[src/rtl/pfrs_pkg.sv]
// What this block does
// - Large variant: share bit 7 routes inverted standard output, bits 6 and 5 the plain one.
// - Share bit 7 only takes effect while the reset-pin control register holds 55h.
// - In the large variant, port A share bits 4 to 0 read as zero and ignore writes.
// - In the large variant, port B share bits 5,3 give periodic out, 4,2 its inverse, bit 1 inverted standard out.
// - In the large variant, remap bits 7:6 pick the periodic clock input from A4, A6, A7 or B1.
// - In the large variant, remap bit 5 picks the standard clock input from A3 or A2.
// - Remap bit 4 picks the standard capture input from A6 or A0 in both variants.
// - In the large variant, remap bit 3 picks the periodic capture input from A5 or B0.
// - In the large variant, remap bits 1:0 pick the interrupt input from A3, A2, A4 or A5.
// - In the small variant, remap bits 1:0 pick the interrupt input from A5, A2, A3 or A7.
// - Small variant: remap bit 5 picks standard clock input A7 or A6; bits 7,6,3,2 read zero.
// - Reset sets every port data and direction bit high.
// - Bit set and clear on a port register read the whole port, change one bit and write it back.
// - In sleep or idle, a falling edge on any wake-enabled port A pin wakes the device.
package pfrs_pkg;
  localparam logic [7:0] PFRS_OFS_PORTA_DATA  = 8'h00;
  localparam logic [7:0] PFRS_OFS_PORTA_DIR   = 8'h04;
  localparam logic [7:0] PFRS_OFS_PORTB_DATA  = 8'h08;
  localparam logic [7:0] PFRS_OFS_PORTB_DIR   = 8'h0c;
  localparam logic [7:0] PFRS_OFS_PA_WAKE     = 8'h10;
  localparam logic [7:0] PFRS_OFS_PA_SHARE    = 8'h14;
  localparam logic [7:0] PFRS_OFS_PB_SHARE    = 8'h18;
  localparam logic [7:0] PFRS_OFS_REMAP       = 8'h1c;
  localparam logic [7:0] PFRS_OFS_RST_PIN     = 8'h20;
  localparam logic [7:0] PFRS_OFS_BIT_OP      = 8'h24;
  localparam logic [7:0] PFRS_OFS_STATUS      = 8'h28;
  localparam logic [7:0] PFRS_OFS_PORTA_PIN   = 8'h2c;
  localparam logic [7:0] PFRS_OFS_PORTB_PIN   = 8'h30;

  localparam logic [7:0] PFRS_RST_PORT        = 8'hff;
  localparam logic [7:0] PFRS_RST_ZERO        = 8'h00;
  localparam logic [7:0] PFRS_RST_PIN_RESET   = 8'h00;
  localparam logic [7:0] PFRS_RST_PIN_IO      = 8'h55;

  localparam logic [7:0] PFRS_PA_SHARE_LARGE  = 8'he0;
  localparam logic [7:0] PFRS_PA_SHARE_SMALL  = 8'h55;
  localparam logic [7:0] PFRS_PB_SHARE_MASK   = 8'h3e;
  localparam logic [7:0] PFRS_REMAP_LARGE     = 8'hfb;
  localparam logic [7:0] PFRS_REMAP_SMALL     = 8'h33;
  localparam logic [7:0] PFRS_PB_MASK         = 8'h3f;

  localparam int PFRS_BIT_OP_POS  = 3;
  localparam int PFRS_BIT_SET_POS = 4;
  localparam int PFRS_BIT_REG_LSB = 8;

  typedef enum logic [1:0] {PFRS_AWAKE, PFRS_SLEEP, PFRS_IDLE} pfrs_mode_t;
  typedef enum logic [1:0] {PFRS_PA_DATA, PFRS_PA_DIR, PFRS_PB_DATA, PFRS_PB_DIR} pfrs_port_t;
endpackage

[src/rtl/pfrs_top.sv]
// Design decisions made here: the AXI4-Lite register port and the placing of the registers.
module pfrs_top #(
  parameter bit LARGE = 1'b1
) (
  input  wire logic        aclk,
  input  wire logic        aresetn,
  input  wire logic [7:0]  s_axi_awaddr,
  input  wire logic [2:0]  s_axi_awprot,
  input  wire logic        s_axi_awvalid,
  output logic             s_axi_awready,
  input  wire logic [31:0] s_axi_wdata,
  input  wire logic [3:0]  s_axi_wstrb,
  input  wire logic        s_axi_wvalid,
  output logic             s_axi_wready,
  output logic [1:0]       s_axi_bresp,
  output logic             s_axi_bvalid,
  input  wire logic        s_axi_bready,
  input  wire logic [7:0]  s_axi_araddr,
  input  wire logic [2:0]  s_axi_arprot,
  input  wire logic        s_axi_arvalid,
  output logic             s_axi_arready,
  output logic [31:0]      s_axi_rdata,
  output logic [1:0]       s_axi_rresp,
  output logic             s_axi_rvalid,
  input  wire logic        s_axi_rready,
  input  wire logic        halt_sleep,
  input  wire logic        halt_idle,
  input  wire logic        std_timer_out,
  input  wire logic        std_timer_out_inv,
  input  wire logic        periodic_timer_out,
  input  wire logic        periodic_timer_out_inv,
  input  wire logic [7:0]  porta_pin_in,
  input  wire logic [5:0]  portb_pin_in,
  output logic [7:0]       porta_pin_out,
  output logic [7:0]       porta_pin_oe,
  output logic [5:0]       portb_pin_out,
  output logic [5:0]       portb_pin_oe,
  output logic             ext_irq_in,
  output logic             std_timer_clk_in,
  output logic             std_timer_capture_in,
  output logic             periodic_timer_clk_in,
  output logic             periodic_timer_capture_in,
  output logic             wake_up
);
  import pfrs_pkg::*;

  logic [7:0] porta_data;
  logic [7:0] porta_dir;
  logic [7:0] portb_data;
  logic [7:0] portb_dir;
  logic [7:0] pa_wake;
  logic [7:0] port_a_share_select;
  logic [7:0] port_b_share_select;
  logic [7:0] input_remap_select;
  logic [7:0] reset_pin_control;
  pfrs_mode_t mode;
  logic       wake_seen;
  logic [7:0] pa_sync;
  logic [5:0] pb_sync;
  logic [7:0] pa_prev;

  // Write channel holding slots, taken in either order
  logic        aw_held;
  logic        w_held;
  logic [7:0]  aw_addr;
  logic [31:0] w_data;
  logic [3:0]  w_strb;

  pfrs_sync #(.W(8)) u_sync_a (
    .aclk    (aclk),
    .aresetn (aresetn),
    .d       (porta_pin_in),
    .q       (pa_sync)
  );

  pfrs_sync #(.W(6)) u_sync_b (
    .aclk    (aclk),
    .aresetn (aresetn),
    .d       (portb_pin_in),
    .q       (pb_sync)
  );

  // Per-variant masks: unimplemented bits store nothing and read zero
  wire [7:0] pa_share_mask = LARGE ? PFRS_PA_SHARE_LARGE : PFRS_PA_SHARE_SMALL;
  wire [7:0] remap_mask    = LARGE ? PFRS_REMAP_LARGE : PFRS_REMAP_SMALL;
  wire [7:0] pb_share_mask = LARGE ? PFRS_PB_SHARE_MASK : PFRS_RST_ZERO;

  wire aw_now  = aw_held | s_axi_awvalid;
  wire w_now   = w_held | s_axi_wvalid;
  wire do_wr   = aw_now & w_now & ~s_axi_bvalid;
  wire [7:0]  wr_addr = aw_held ? aw_addr : s_axi_awaddr;
  wire [31:0] wr_data = w_held ? w_data : s_axi_wdata;
  wire [3:0]  wr_strb = w_held ? w_strb : s_axi_wstrb;
  wire        wr_b0   = do_wr & wr_strb[0];
  wire        wr_b1   = do_wr & wr_strb[1];
  wire [7:0]  wbyte   = wr_data[7:0];

  wire wr_pa_d   = wr_b0 & (wr_addr == PFRS_OFS_PORTA_DATA);
  wire wr_pa_c   = wr_b0 & (wr_addr == PFRS_OFS_PORTA_DIR);
  wire wr_pb_d   = wr_b0 & (wr_addr == PFRS_OFS_PORTB_DATA) & LARGE;
  wire wr_pb_c   = wr_b0 & (wr_addr == PFRS_OFS_PORTB_DIR) & LARGE;
  wire wr_wake   = wr_b0 & (wr_addr == PFRS_OFS_PA_WAKE);
  wire wr_pas    = wr_b0 & (wr_addr == PFRS_OFS_PA_SHARE);
  wire wr_pbs    = wr_b0 & (wr_addr == PFRS_OFS_PB_SHARE);
  wire wr_remap  = wr_b0 & (wr_addr == PFRS_OFS_REMAP);
  wire wr_rstpin = wr_b0 & (wr_addr == PFRS_OFS_RST_PIN);
  wire wr_bitop  = wr_b0 & wr_b1 & (wr_addr == PFRS_OFS_BIT_OP);

  wire wr_known = (wr_addr <= PFRS_OFS_BIT_OP) & (wr_addr[1:0] == 2'b00);

  // Bit op: [2:0] bit index, [3] set/clear, [9:8] port register
  wire [2:0]   bit_idx = wr_data[2:0];
  wire         bit_val = wr_data[PFRS_BIT_OP_POS];
  pfrs_port_t  bit_reg;
  assign bit_reg = pfrs_port_t'(wr_data[PFRS_BIT_REG_LSB +: 2]);
  wire [7:0]   bit_one = 8'h01 << bit_idx;

  // Whole register read, one bit changed, whole value written back
  wire [7:0] rmw_src = (bit_reg == PFRS_PA_DATA) ? porta_data :
                       (bit_reg == PFRS_PA_DIR)  ? porta_dir  :
                       (bit_reg == PFRS_PB_DATA) ? portb_data : portb_dir;
  wire [7:0] rmw_val = bit_val ? (rmw_src | bit_one) : (rmw_src & ~bit_one);

  always_ff @(posedge aclk) begin
    if (!aresetn) begin
      porta_data <= PFRS_RST_PORT;
      porta_dir  <= PFRS_RST_PORT;
      portb_data <= PFRS_RST_PORT & PFRS_PB_MASK;
      portb_dir  <= PFRS_RST_PORT & PFRS_PB_MASK;
    end else if (wr_bitop) begin
      if (bit_reg == PFRS_PA_DATA) porta_data <= rmw_val;
      if (bit_reg == PFRS_PA_DIR)  porta_dir  <= rmw_val;
      if (bit_reg == PFRS_PB_DATA && LARGE) portb_data <= rmw_val & PFRS_PB_MASK;
      if (bit_reg == PFRS_PB_DIR && LARGE)  portb_dir  <= rmw_val & PFRS_PB_MASK;
    end else begin
      if (wr_pa_d) porta_data <= wbyte;
      if (wr_pa_c) porta_dir  <= wbyte;
      if (wr_pb_d) portb_data <= wbyte & PFRS_PB_MASK;
      if (wr_pb_c) portb_dir  <= wbyte & PFRS_PB_MASK;
    end
  end

  always_ff @(posedge aclk) begin
    if (!aresetn) begin
      pa_wake             <= PFRS_RST_ZERO;
      port_a_share_select <= PFRS_RST_ZERO;
      port_b_share_select <= PFRS_RST_ZERO;
      input_remap_select  <= PFRS_RST_ZERO;
      reset_pin_control   <= PFRS_RST_PIN_RESET;
    end else begin
      if (wr_wake)   pa_wake <= wbyte;
      if (wr_pas)    port_a_share_select <= wbyte & pa_share_mask;
      if (wr_pbs)    port_b_share_select <= wbyte & pb_share_mask;
      if (wr_remap)  input_remap_select  <= wbyte & remap_mask;
      if (wr_rstpin) reset_pin_control   <= wbyte;
    end
  end

  // Sleep/idle entry and wake on a falling edge of an enabled port A pin
  wire [7:0] pa_fall   = pa_prev & ~pa_sync & pa_wake;
  wire       wake_hit  = (mode != PFRS_AWAKE) & (|pa_fall);

  always_ff @(posedge aclk) begin
    if (!aresetn) begin
      mode      <= PFRS_AWAKE;
      pa_prev   <= PFRS_RST_PORT;
      wake_up   <= 1'b0;
      wake_seen <= 1'b0;
    end else begin
      pa_prev <= pa_sync;
      wake_up <= wake_hit;
      unique case (mode)
        PFRS_AWAKE: begin
          if (halt_sleep) mode <= PFRS_SLEEP;
          else if (halt_idle) mode <= PFRS_IDLE;
        end
        PFRS_SLEEP, PFRS_IDLE: begin
          if (wake_hit) mode <= PFRS_AWAKE;
        end
        default: mode <= PFRS_AWAKE;
      endcase
      // Sticky record; a new wake wins over a clear in the same cycle
      if (wake_hit) wake_seen <= 1'b1;
      else if (wr_b0 & (wr_addr == PFRS_OFS_STATUS) & wbyte[0]) wake_seen <= 1'b0;
    end
  end

  // Pin output selection
  wire pa_sel7 = port_a_share_select[7] & (reset_pin_control == PFRS_RST_PIN_IO);
  // Large: A7 inverted, A6 and A4 plain; small: A5, A2, A1, A0 alternate
  wire [7:0] pa_en_l    = {pa_sel7, port_a_share_select[6], 1'b0,
                           port_a_share_select[5], 4'h0};
  wire [7:0] pa_val_l   = {std_timer_out_inv, std_timer_out, 1'b0, std_timer_out, 4'h0};
  wire [7:0] pa_en_s    = {2'b00, port_a_share_select[6], 2'b00, port_a_share_select[4],
                           port_a_share_select[2], port_a_share_select[0]};
  wire [7:0] pa_val_s   = {2'b00, std_timer_out_inv, 2'b00, std_timer_out,
                           std_timer_out_inv, std_timer_out};
  wire [7:0] pa_alt_en  = LARGE ? pa_en_l : pa_en_s;
  wire [7:0] pa_alt_val = LARGE ? pa_val_l : pa_val_s;
  wire [5:0] pb_alt_en  = LARGE ? {port_b_share_select[5:1], 1'b0} : 6'h00;
  wire [5:0] pb_alt_val = {periodic_timer_out, periodic_timer_out_inv, periodic_timer_out,
                           periodic_timer_out_inv, std_timer_out_inv, 1'b0};

  always_ff @(posedge aclk) begin
    if (!aresetn) begin
      porta_pin_out <= PFRS_RST_PORT;
      porta_pin_oe  <= PFRS_RST_ZERO;
      portb_pin_out <= PFRS_RST_PORT[5:0];
      portb_pin_oe  <= PFRS_RST_ZERO[5:0];
    end else begin
      porta_pin_out <= (pa_alt_en & pa_alt_val) | (~pa_alt_en & porta_data);
      porta_pin_oe  <= pa_alt_en | ~porta_dir;
      portb_pin_out <= (pb_alt_en & pb_alt_val) | (~pb_alt_en & portb_data[5:0]);
      portb_pin_oe  <= LARGE ? (pb_alt_en | ~portb_dir[5:0]) : 6'h00;
    end
  end

  // Input remapping
  wire [3:0] irq_src_l = {pa_sync[5], pa_sync[4], pa_sync[2], pa_sync[3]};
  wire [3:0] irq_src_s = {pa_sync[7], pa_sync[3], pa_sync[2], pa_sync[5]};
  wire [3:0] ptck_src  = {pb_sync[1], pa_sync[7], pa_sync[6], pa_sync[4]};

  pfrs_mux4 u_irq (
    .aclk    (aclk),
    .aresetn (aresetn),
    .sel     (input_remap_select[1:0]),
    .src     (LARGE ? irq_src_l : irq_src_s),
    .y       (ext_irq_in)
  );

  pfrs_mux4 u_ptck (
    .aclk    (aclk),
    .aresetn (aresetn),
    .sel     (input_remap_select[7:6]),
    .src     (ptck_src),
    .y       (periodic_timer_clk_in)
  );

  wire stck_l = input_remap_select[5] ? pa_sync[2] : pa_sync[3];
  wire stck_s = input_remap_select[5] ? pa_sync[6] : pa_sync[7];

  always_ff @(posedge aclk) begin
    if (!aresetn) begin
      std_timer_clk_in          <= 1'b1;
      std_timer_capture_in      <= 1'b1;
      periodic_timer_capture_in <= 1'b1;
    end else begin
      std_timer_clk_in     <= LARGE ? stck_l : stck_s;
      std_timer_capture_in <= input_remap_select[4] ? pa_sync[0] : pa_sync[6];
      periodic_timer_capture_in <= input_remap_select[3] ? pb_sync[0] : pa_sync[5];
    end
  end

  // AXI4-Lite write side; readies registered from next-state terms, same timing as gates
  wire next_bvalid  = do_wr | (s_axi_bvalid & ~s_axi_bready);
  wire next_aw_held = (s_axi_awvalid & s_axi_awready) ? ~do_wr : (aw_held & ~do_wr);
  wire next_w_held  = (s_axi_wvalid & s_axi_wready) ? ~do_wr : (w_held & ~do_wr);

  always_ff @(posedge aclk) begin
    if (!aresetn) begin
      aw_held       <= 1'b0;
      w_held        <= 1'b0;
      s_axi_awready <= 1'b1;
      s_axi_wready  <= 1'b1;
      aw_addr       <= 8'h00;
      w_data        <= 32'h0;
      w_strb        <= 4'h0;
      s_axi_bvalid  <= 1'b0;
      s_axi_bresp   <= 2'b00;
    end else begin
      aw_held       <= next_aw_held;
      w_held        <= next_w_held;
      s_axi_awready <= ~next_aw_held & ~next_bvalid;
      s_axi_wready  <= ~next_w_held & ~next_bvalid;
      s_axi_bvalid  <= next_bvalid;
      if (s_axi_awvalid & s_axi_awready) aw_addr <= s_axi_awaddr;
      if (s_axi_wvalid & s_axi_wready) begin
        w_data <= s_axi_wdata;
        w_strb <= s_axi_wstrb;
      end
      if (do_wr) s_axi_bresp <= wr_known ? 2'b00 : 2'b10;
    end
  end

  // AXI4-Lite read side, one cycle after address
  logic [7:0] rd_byte;
  logic       rd_ok;

  always_comb begin
    rd_ok = 1'b1;
    unique case (s_axi_araddr)
      PFRS_OFS_PORTA_DATA: rd_byte = porta_data;
      PFRS_OFS_PORTA_DIR:  rd_byte = porta_dir;
      PFRS_OFS_PORTB_DATA: rd_byte = portb_data;
      PFRS_OFS_PORTB_DIR:  rd_byte = portb_dir;
      PFRS_OFS_PA_WAKE:    rd_byte = pa_wake;
      PFRS_OFS_PA_SHARE:   rd_byte = port_a_share_select;
      PFRS_OFS_PB_SHARE:   rd_byte = port_b_share_select;
      PFRS_OFS_REMAP:      rd_byte = input_remap_select;
      PFRS_OFS_RST_PIN:    rd_byte = reset_pin_control;
      PFRS_OFS_BIT_OP:     rd_byte = 8'h00;
      PFRS_OFS_STATUS:     rd_byte = {5'h00, mode, wake_seen};
      PFRS_OFS_PORTA_PIN:  rd_byte = pa_sync;
      PFRS_OFS_PORTB_PIN:  rd_byte = {2'b00, pb_sync};
      default: begin
        rd_byte = 8'h00;
        rd_ok   = 1'b0;
      end
    endcase
  end

  wire next_rvalid = (s_axi_arvalid & s_axi_arready) | (s_axi_rvalid & ~s_axi_rready);

  always_ff @(posedge aclk) begin
    if (!aresetn) begin
      s_axi_rvalid  <= 1'b0;
      s_axi_arready <= 1'b1;
      s_axi_rdata   <= 32'h0;
      s_axi_rresp   <= 2'b00;
    end else begin
      s_axi_rvalid  <= next_rvalid;
      s_axi_arready <= ~next_rvalid;
      if (s_axi_arvalid & s_axi_arready) begin
        s_axi_rdata <= {24'h0, rd_byte};
        s_axi_rresp <= rd_ok ? 2'b00 : 2'b10;
      end
    end
  end
endmodule

[src/rtl/pfrs_sync.sv]
module pfrs_sync #(
  parameter int W = 8
) (
  input  wire logic         aclk,
  input  wire logic         aresetn,
  input  wire logic [W-1:0] d,
  output logic      [W-1:0] q
);
  logic [W-1:0] meta;

  always_ff @(posedge aclk) begin
    if (!aresetn) begin
      meta <= '1;
      q    <= '1;
    end else begin
      meta <= d;
      q    <= meta;
    end
  end
endmodule

[src/rtl/pfrs_mux4.sv]
module pfrs_mux4 (
  input  wire logic       aclk,
  input  wire logic       aresetn,
  input  wire logic [1:0] sel,
  input  wire logic [3:0] src,
  output logic            y
);
  always_ff @(posedge aclk) begin
    if (!aresetn) begin
      y <= 1'b1;
    end else begin
      y <= src[sel];
    end
  end
endmodule

[config.mk]
export PLATFORM = sky130hd
export DESIGN_NAME = pfrs_top
export DESIGN_NICKNAME = d
export VERILOG_FILES = /design/src/rtl/pfrs_pkg.sv /design/src/rtl/pfrs_top.sv /design/src/rtl/pfrs_sync.sv /design/src/rtl/pfrs_mux4.sv
export SDC_FILE = /design/constraint.sdc
export NUM_CORES = 1
export LEC_CHECK = 0
export BUFFER_PORTS_ARGS = -buffer_cell sky130_fd_sc_hd__buf_2
export CORE_MARGIN = 4
export CORE_UTILIZATION = 50
export DETAILED_ROUTE_END_ITERATION = 8
export GPL_TIMING_DRIVEN = 0
export MAX_ROUTING_LAYER = met4
export PLACE_DENSITY = 0.79
export SETUP_SLACK_MARGIN = 0.3
export SLEW_MARGIN = 20
export SYNTH_ARGS = -nofsm -noshare
export SYNTH_HDL_FRONTEND = slang
export SYNTH_SLANG_ARGS = --single-unit
[constraint.sdc]
create_clock -name aclk -period 3.1 [get_ports aclk]
set_clock_uncertainty 0.05 [all_clocks]
set_input_delay 0.93 -clock aclk [delete_from_list [all_inputs] [get_ports aclk]]
set_output_delay 0.93 -clock aclk [all_outputs]
set_load 0.02 [all_outputs]
==> results.toml, run 1 <==
[power]
power_leakage_nw = 3.72
peakVddDrop_mv = 0.452
cellPowerDensity_nw_per_um2 = 568
p_total_w = 0.00518

[worst_setup_path]
cp.arrival_ns = 2.98
path_max_fanout = 10
start_kind = "primary input"
required_ns = 3.35
crit_path_end_kind = "flop"
crit_type = "primary input to flop"
reg2reg_slack_ns = 0.45

[timing]
slew_headroom_pct = 33.1
worst_slew_pin_slew_ns = 0.975
post-route-period-util_pct = 87.8
hold_viol_final = 0
post-route-min-period_ns = 2.72
final_max_slew_viol_count = 0
rsz0062_at_grt = "true"
whs_ns = 0.356
fin_tns_setup_ns = 0
fmax_mhz = 367
setup_viol = 0

[synthesis]
ys_seq_elements = 169
yosysUniqueCellTypes = 66
yosysSeqAreaShare_pct = 44.6
synth_warnings = 0
async_flop_share_pct = 0
ys_dominant_reg_cell = "dfxtp_1"
netlist_area_sq_um = 7590
syn_inst = 855
synth_edf_count = 0
synth.avg_cell_area_sq_um = 8.88

[cts]
clk_latency_ns = 0.43
numCtsBuffers = 17
path_clk_slew_ns = 0.07
numClockSinks = 169
cts_tree = "built"
cts_hold_buf = 0
cts_buffer_depth = 2
cts-root-buf = "clkbuf_16"
htreeDepth = 4

[place]
dp_hpwl_mm = 17.8
port_buffers = 98
placed_area_sq_um = 8430
place_inst = 1162
place_congestion = 0.988

[drt]
wl_per_cell_um = 19.9
drc_errors = 0
drt-total-wl_mm = 23.8
drt-pass1-iter-count = 5
drt-initial-drc-count = 782
drtAntennaViolNets = 0
vias_per_cell = 5.86
vias = 7014

[die]
die_y_um = 131
start_util_pct = 51.6
pin_count = 160
core-area_sq_um = 14700
dieArea_sq_um = 17200
die_x_um = 131
rows = 44

[status]
run_status = "complete, no violations"

[worst_hold_path]
min_path_type = "flop to flop"

[grt]
grt_pass1_vias = 6467
overflow = 0
antenna_found_initial = 1
grt_pass1_wl_mm = 36.5
grt_max_degree = 17
grt_use_total_pct = 27.9

[run]
maxCapViolations = 0

[final_layout]
nets = 1084
finalInstanceArea_sq_um = 9100
drive_gt1_share_pct = 20.9
final_cell_count_no_fill = 1196
area_growth_pct = 19.9
## through the flow
stage                     util (%)  worst slack, ns
after floorplan                  -            0.277
after global placement        57.3           -0.544
after detailed placement      57.4           -0.226
after CTS                     61.7            0.329
after global routing          61.9            0.258
final                         61.9            0.378
## flip-flops by register name, indices dropped and copies added (netlist names), 3 cells and up
signal / cells
porta_pin_oe: 8
w_data: 10
pa_wake: 8
porta_data: 8
portb_pin_out: 6
u_sync_a.meta: 8
u_sync_b.meta: 6
portb_data: 6
u_sync_b.q: 6
port_a_share_select: 3
aw_addr: 8
portb_dir: 6
u_sync_a.q: 8
porta_pin_out: 8
porta_dir: 8
s_axi_rdata: 8
portb_pin_oe: 6
reset_pin_control: 8
pa_prev: 8
port_b_share_select: 5
input_remap_select: 7
## final cells by class
type                            instances  area, sq um
Buffer                                 77          432
Fill cell                            1295         5600
Clock buffer                           20          457
Timing Repair Buffer                   99          498
Inverter                               19         71.3
Sequential cell                       169         3380
Antenna cell                            1         2.50
Multi-Input combinational cell        615         3860
Clock inverter                         12          174
Tap cell                              184          230
## Yosys cell counts, types with 5 or more instances
library cell  count  share of area, %
a211oi_1         17               1.7
a21o_1            5              0.49
a21oi_1          59               3.9
a221oi_1          5              0.58
a22oi_1           6              0.59
a31oi_1           9              0.74
and2_1           12              0.99
and3_1            5              0.41
buf_2             7              0.46
buf_4            28               2.8
clkbuf_1         35               1.7
dfxtp_1         169                45
inv_1            18              0.89
mux2_2           17               2.5
mux2i_1          57               7.5
nand2_1         119               5.9
nand2b_1         46               3.8
nand3_1          17               1.1
nand3b_1         10              0.99
nor2_1           60               3.0
nor2b_1           5              0.41
nor3_1           21               1.4
o211ai_1         14               1.4
o21ai_0          32               2.1
## cells in the final DEF (no fill, tap or decap), types with 20 or more instances in the layout
cell | synthesis | final
nor2_1 | 60 | 59
nand2b_1 | 46 | 46
nand2_1 | 119 | 118
o21ai_0 | 32 | 32
a21oi_1 | 59 | 58
mux2i_1 | 57 | 57
nor3_1 | 21 | 20
buf_2 | 7 | 105
buf_4 | 28 | 28
clkbuf_1 | 35 | 35
conb_1 | 1 | 26
dfxtp_1 | 169 | 169
## cell families after synthesis
logic type               synth area share (%)
buffers and inverters                    6.54
multiplexers                             11.2
flip-flops                               44.6
adder cells (fa/ha/maj)                 0.165
other                                  0.0494
AO/OA/AOI/OAI                            15.8
AND/OR/NAND/NOR                          21.7
## what timing repair did
action | in CTS | in global routing
pin swaps | 0 | 1
endpoints found under the hold margin | 0 | 0
setup endpoints to repair | 3 | 38
buffers inserted | 0 | 1
gates resized for setup | 2 | 8
## final timing paths
check / from / to / cells after the start
max: s_axi_awaddr[7] / porta_data[7] / 9
max reg2reg: aw_held / reset_pin_control[7] / 7
min reg2reg: u_sync_a.meta[2] / u_sync_a.q[2] / 1
min: u_sync_a.meta[2] / u_sync_a.q[2] / 1
## metal layers
metal	vias up	GRT usage [%]	part of all wire, %
met3	62	5.73	9.2
li1	3253	-	-
met2	406	40.6	44
met1	3293	38.2	44
met4	0	11.0	3.5
met5	-	-	0
## power breakdown
part / leakage, nW / total (W) / internal [W] / switching (W)
sequential: 1.38 / 0.00228 / 0.00223 / 0.0000432
clock: 0.310 / 0.00227 / 0.00134 / 0.000936
combinational: 2.03 / 0.000625 / 0.000220 / 0.000405
total: 3.72 / 0.00517 / 0.00379 / 0.00138
## critical path, cell delays in order
cell and delay [ns]:
buf_2 0.11, or3_4 0.40, a2111oi_4 0.35, buf_6 0.20, nand3_2 0.10, o32a_1 0.43, buf_6 0.17, mux2i_1 0.20
nand2_1 0.08
(Power assumes the default switching activity.)
==> run 2, diff against run 1 <==
--- a/config.mk
+++ b/config.mk
@@ -6,7 +6,6 @@
 export NUM_CORES = 1
 export LEC_CHECK = 0
 export BUFFER_PORTS_ARGS = -buffer_cell sky130_fd_sc_hd__buf_2
-export CORE_MARGIN = 4
 export CORE_UTILIZATION = 50
 export DETAILED_ROUTE_END_ITERATION = 8
 export GPL_TIMING_DRIVEN = 0
==> constraint.sdc (replaced) <==
create_clock -name aclk -period 3.1 [get_ports aclk]
set_clock_uncertainty 0.05 [all_clocks]
set_input_delay 0.155 -clock aclk [delete_from_list [all_inputs] [get_ports aclk]]
set_output_delay 0.155 -clock aclk [all_outputs]
set_load 0.02 [all_outputs]
==> results.toml, run 2 (synthesized netlist as in run 1, its figures left out) <==
[power]
power_leakage_nw = 3.84
peakVddDrop_mv = 0.438
cellPowerDensity_nw_per_um2 = 536

[timing]
fmax_mhz = 374
fin_tns_setup_ns = 0
post-route-min-period_ns = 2.67
rsz0062_at_grt = "false"
final_max_slew_viol_count = 0
worst_slew_pin_slew_ns = 0.960
post-route-period-util_pct = 86.2
hold_viol_final = 0
slew_headroom_pct = 34.4
setup_viol = 0
setup_ws_ns = 0.428

[grt]
overflow = 0
grt_use_total_pct = 32.1
grt_max_degree = 20
grt_pass1_vias = 6454
antenna_found_initial = 0
grt_pass1_wl_mm = 36.8

[drt]
wl_per_cell_um = 19.3
drt-initial-drc-count = 831
drtAntennaViolNets = 0
drc_errors = 6
drt-total-wl_mm = 23.8
drt-pass1-iter-count = 9
vias_per_cell = 5.73
vias = 7062

[cts]
clk_latency_ns = 0.44
cts_buffer_depth = 2
path_clk_slew_ns = 0.07
numCtsBuffers = 17
numClockSinks = 169
htreeDepth = 4
cts_tree = "built"
cts-root-buf = "clkbuf_16"

[final_layout]
most-common-layout-cells = "dfxtp_1, nand2_1, buf_2"
final_common_cell = "dfxtp_1"
nFillCells = 1251
nets = 1121
largest_reg_flops = 10
regMostFlops = "w_data"
drive_gt1_share_pct = 19.6
area_growth_pct = 23.9

[die]
die_y_um = 125
dieArea_sq_um = 15700
pin_count = 160
start_util_pct = 51.6
rows = 44
core-area_sq_um = 14700
die_x_um = 125

[run]
maxCapViolations = 0

[worst_setup_path]
endpoint = "porta_dir[1]"
critPathLaunch = "w_held"
path_max_fanout = 8
reg2reg_slack_ns = 0.43
r2r_start = "w_held"
reg2regPathDepth = 7
r2r-end = "porta_dir[1]"
cp.arrival_ns = 2.92
required_ns = 3.35
crit_type = "flop to flop"
crit_path_end_kind = "flop"
start_kind = "flop"

[status]
violations = "DRC"
run_status = "complete, but fails checks"

[worst_hold_path]
min_path_type = "primary input to flop"

[place]
dp_hpwl_mm = 17.3
port_buffers = 98
pre_cts_slack_ns = 0.484
place_congestion = 0.974
==> run 2: cell types whose count changed in the layout (fill, tap and decap cells not counted), moves of 2 or more <==
cell | previous run | this run
dlygate4sd3_1 | 0 | 38
clkinv_8 | 0 | 5
bufinv_16 | 3 | 0
clkbuf_8 | 2 | 0
==> run 2: cell type report <==
class,instances,area (sq um),area share (%)
multi-input combinational,615,3820,40.7
sequential,169,3380,36.0
timing repair buffer,136,871,9.26
buffer,77,427,4.54
clock buffer,17,425,4.52
tap,184,230,2.45
clock inverter,15,170,1.81
inverter,19,71.3,0.758
antenna,1,2.50,0.0266
==> run 2: per-stage QoR <==
| stage | instance area [sq um] | hold WS (ns) | total power, W | utilization (%) | cells |
|---|---|---|---|---|---|
| after floorplan | 7680 | 0.206 | 0.00273 | - | 880 |
| after global placement | 8400 | 0.286 | 0.00291 | 57.2 | 1162 |
| after detailed placement | 8420 | 0.288 | 0.00293 | 57.3 | 1162 |
| after CTS | 9400 | 0.0180 | 0.00503 | 63.9 | 1232 |
| after global routing | 9400 | 0.0304 | 0.00522 | 64.0 | 1232 |
| final | 9410 | 0.0232 | 0.00504 | 64.0 | 1233 |
==> run 2: what timing repair did <==
action                     4_1_cts  5_1_grt
hold endpoints to repair        42        0
setup endpoints to repair        0       12
gates resized for setup          0        2
buffers inserted                 0        0
hold buffers                    38        0
==> run 2: power by group <==
part | internal (W) | leakage, nW | switching, W | total (W)
clock network | 0.00108 | 0.291 | 0.00102 | 0.00210
registers | 0.00223 | 1.38 | 0.0000448 | 0.00228
logic | 0.000249 | 2.17 | 0.000407 | 0.000656
total | 0.00356 | 3.84 | 0.00147 | 0.00504
==> run 2: critical path, cell delays in order, from the launching register on <==
cell	delay, ns
dfxtp_1	0.30
buf_2	0.19
mux2i_1	0.80
mux2_2	0.44
o2111ai_1	0.19
a31oi_1	0.25
mux2i_1	0.22
nand2_1	0.09
==> run 2: how the worst min path moves through the flow <==
stage / start / end / depth (start not counted)
2_1_floorplan: porta_pin_in[0] / u_sync_a.meta[0] / 1
3_3_place_gp: portb_pin_in[5] / u_sync_b.meta[5] / 2
3_5_place_dp: portb_pin_in[4] / u_sync_b.meta[4] / 2
4_1_cts: s_axi_wvalid / w_strb[1] / 4
5_1_grt: s_axi_wvalid / w_strb[1] / 4
6_report: s_axi_wvalid / w_strb[1] / 4
==> run 2: layer usage <==
layer | track usage, % | vias up | routed length [um]
li1 | - | 3324 | -
met1 | 43.6 | 3315 | 10700
met2 | 46.9 | 374 | 10500
met3 | 6.25 | 49 | 1960
met4 | 13.0 | 0 | 699
met5 | - | - | 0
==> run 3, diff against run 2 <==
--- a/config.mk
+++ b/config.mk
@@ -11,7 +11,7 @@
 export GPL_TIMING_DRIVEN = 0
 export MAX_ROUTING_LAYER = met4
 export PLACE_DENSITY = 0.79
-export SETUP_SLACK_MARGIN = 0.3
+export SETUP_SLACK_MARGIN = 0.5
 export SLEW_MARGIN = 20
 export SYNTH_ARGS = -nofsm -noshare
 export SYNTH_HDL_FRONTEND = slang
==> results.toml, run 3 (synthesized netlist as in run 1, its figures left out) <==
[grt]
grt_use_met3_pct = 6.25
grt_max_degree = 20
grt_use_total_pct = 32.1
grt_busiest_layer = "met2"
grtUsageMet2_pct = 46.7
grt_use_met1_pct = 43.6
antenna_found_initial = 0
grt_pass1_wl_mm = 36.8
grt_pass1_vias = 6446
overflow = 0

[drt]
drc_errors = 6
drt-total-wl_mm = 23.9
drt-pass1-iter-count = 9
drtAntennaViolNets = 0
vias = 7056
vias_per_cell = 5.71
wl_per_cell_um = 19.3
drt-initial-drc-count = 730

[final_layout]
nets = 1124
fin_util_pct = 64.4
final_common_cell = "dfxtp_1"
regMostFlops = "w_data"
multi_input_area_sq_um = 3850
nFillCells = 1242
seqCellArea_sq_um = 3380
largest_reg_flops = 10
most-common-layout-cells = "dfxtp_1, nand2_1, buf_2"
drive_gt1_share_pct = 20.6
area_growth_pct = 24.7
finalInstanceArea_sq_um = 9460

[power]
cellPowerDensity_nw_per_um2 = 533
switching_share_pct = 29.2
peakVddDrop_mv = 0.438
p_int_w = 0.00357
comb_power_share_pct = 13.1
power_leakage_nw = 3.86
clock_power_share_pct = 41.7
p_switching_w = 0.00147
p_seq_share_pct = 45.1

[worst_hold_path]
min_path_type = "primary input to flop"

[timing]
post-route-min-period_ns = 2.49
worst_slew_pin_slew_ns = 0.961
rsz0062_at_grt = "true"
setup_viol = 0
hold_viol_final = 0
fmax_mhz = 401
final_max_slew_viol_count = 0
setup_ws_ns = 0.606
post-route-period-util_pct = 80.5
fin_tns_setup_ns = 0
slew_headroom_pct = 34.3

[die]
dieArea_sq_um = 15700
core-area_sq_um = 14700
start_util_pct = 51.6
rows = 44
die_y_um = 125
pin_count = 160
die_x_um = 125

[worst_setup_path]
crit_type = "flop to flop"
required_ns = 3.33
crit_path_end_kind = "flop"
cp.arrival_ns = 2.72
path_max_fanout = 10
start_kind = "flop"

[cts]
path_clk_slew_ns = 0.07
numClockSinks = 169
numCtsBuffers = 17
cts_tree = "built"
htreeDepth = 4
cts_buffer_depth = 2
cts-root-buf = "clkbuf_16"
clk_latency_ns = 0.44

[place]
place_congestion = 0.974
placed_area_sq_um = 8420
dp_hpwl_mm = 17.3
port_buffers = 98
pre_cts_slack_ns = 0.484

[status]
run_status = "complete, but fails checks"
violations = "DRC"

[run]
maxCapViolations = 0
==> run 3: cell count changes in the layout (fill, tap and decap cells not counted), moves of 2 or more <==
cell and change:
mux2i_1 -2, a31oi_2 +2, mux2i_2 +2, a31oi_1 -2
buf_4 +2
==> run 3: path summary, 6_finish.rpt <==
path	from	to	slack, ns	depth (start not counted)
min reg2reg	u_sync_a.meta[1]	u_sync_a.q[1]	0.36	1
min	s_axi_wvalid	w_strb[1]	0.03	4
max reg2reg	aw_held	portb_data[4]	0.61	8
max	aw_held	portb_data[4]	0.61	8
==> run 3: area by class of cell <==
class / instances / share of cell area [%]
clock buffer: 17 / 4.50
antenna: 1 / 0.0264
inverter: 19 / 0.754
buffer: 77 / 4.55
multi-input combinational: 615 / 40.7
tap: 184 / 2.43
clock inverter: 15 / 1.80
sequential: 169 / 35.8
timing repair buffer: 139 / 9.44
==> run 3: worst max-delay path, cell delays in order (launching register included) <==
cell and delay (ns):
dfxtp_2 0.35, buf_2 0.24, mux2_2 0.45, a211oi_4 0.32, and3_1 0.19, buf_2 0.22
o211ai_1 0.11, o21ai_1 0.24, o211ai_1 0.15
==> run 3: power groups by stage <==
stage / combinational (W) / sequential (W) / clock, W
4_1_cts: 0.000641 / 0.00227 / 0.00211
6_report: 0.000663 / 0.00228 / 0.00210
5_1_grt: 0.000713 / 0.00228 / 0.00224
2_1_floorplan: 0.000404 / 0.00232 / 0
3_5_place_dp: 0.000600 / 0.00232 / 0
3_3_place_gp: 0.000592 / 0.00232 / 0
==> run 3: metal layers <==
metal | up-vias | wire length (um)
met4 | 0 | 732
met5 | - | 0
met2 | 367 | 10400
met3 | 48 | 2010
met1 | 3307 | 10700
li1 | 3334 | -
==> run 3: through the flow <==
step                std cells  hold WS, ns  total power (W)
floorplan                 880        0.206          0.00273
global placement         1162        0.286          0.00291
detailed placement       1162        0.288          0.00293
CTS                      1232       0.0180          0.00503
global route             1235       0.0304          0.00523
finish                   1236       0.0252          0.00505
==> run 3: timing repair <==
action                                  4_1_cts  5_1_grt
gates resized for setup                       2       10
endpoints found under the setup margin       15       48
pin swaps                                     0        3
hold endpoints to repair                     42        0
buffers inserted                              0        3
hold buffers                                 38        0
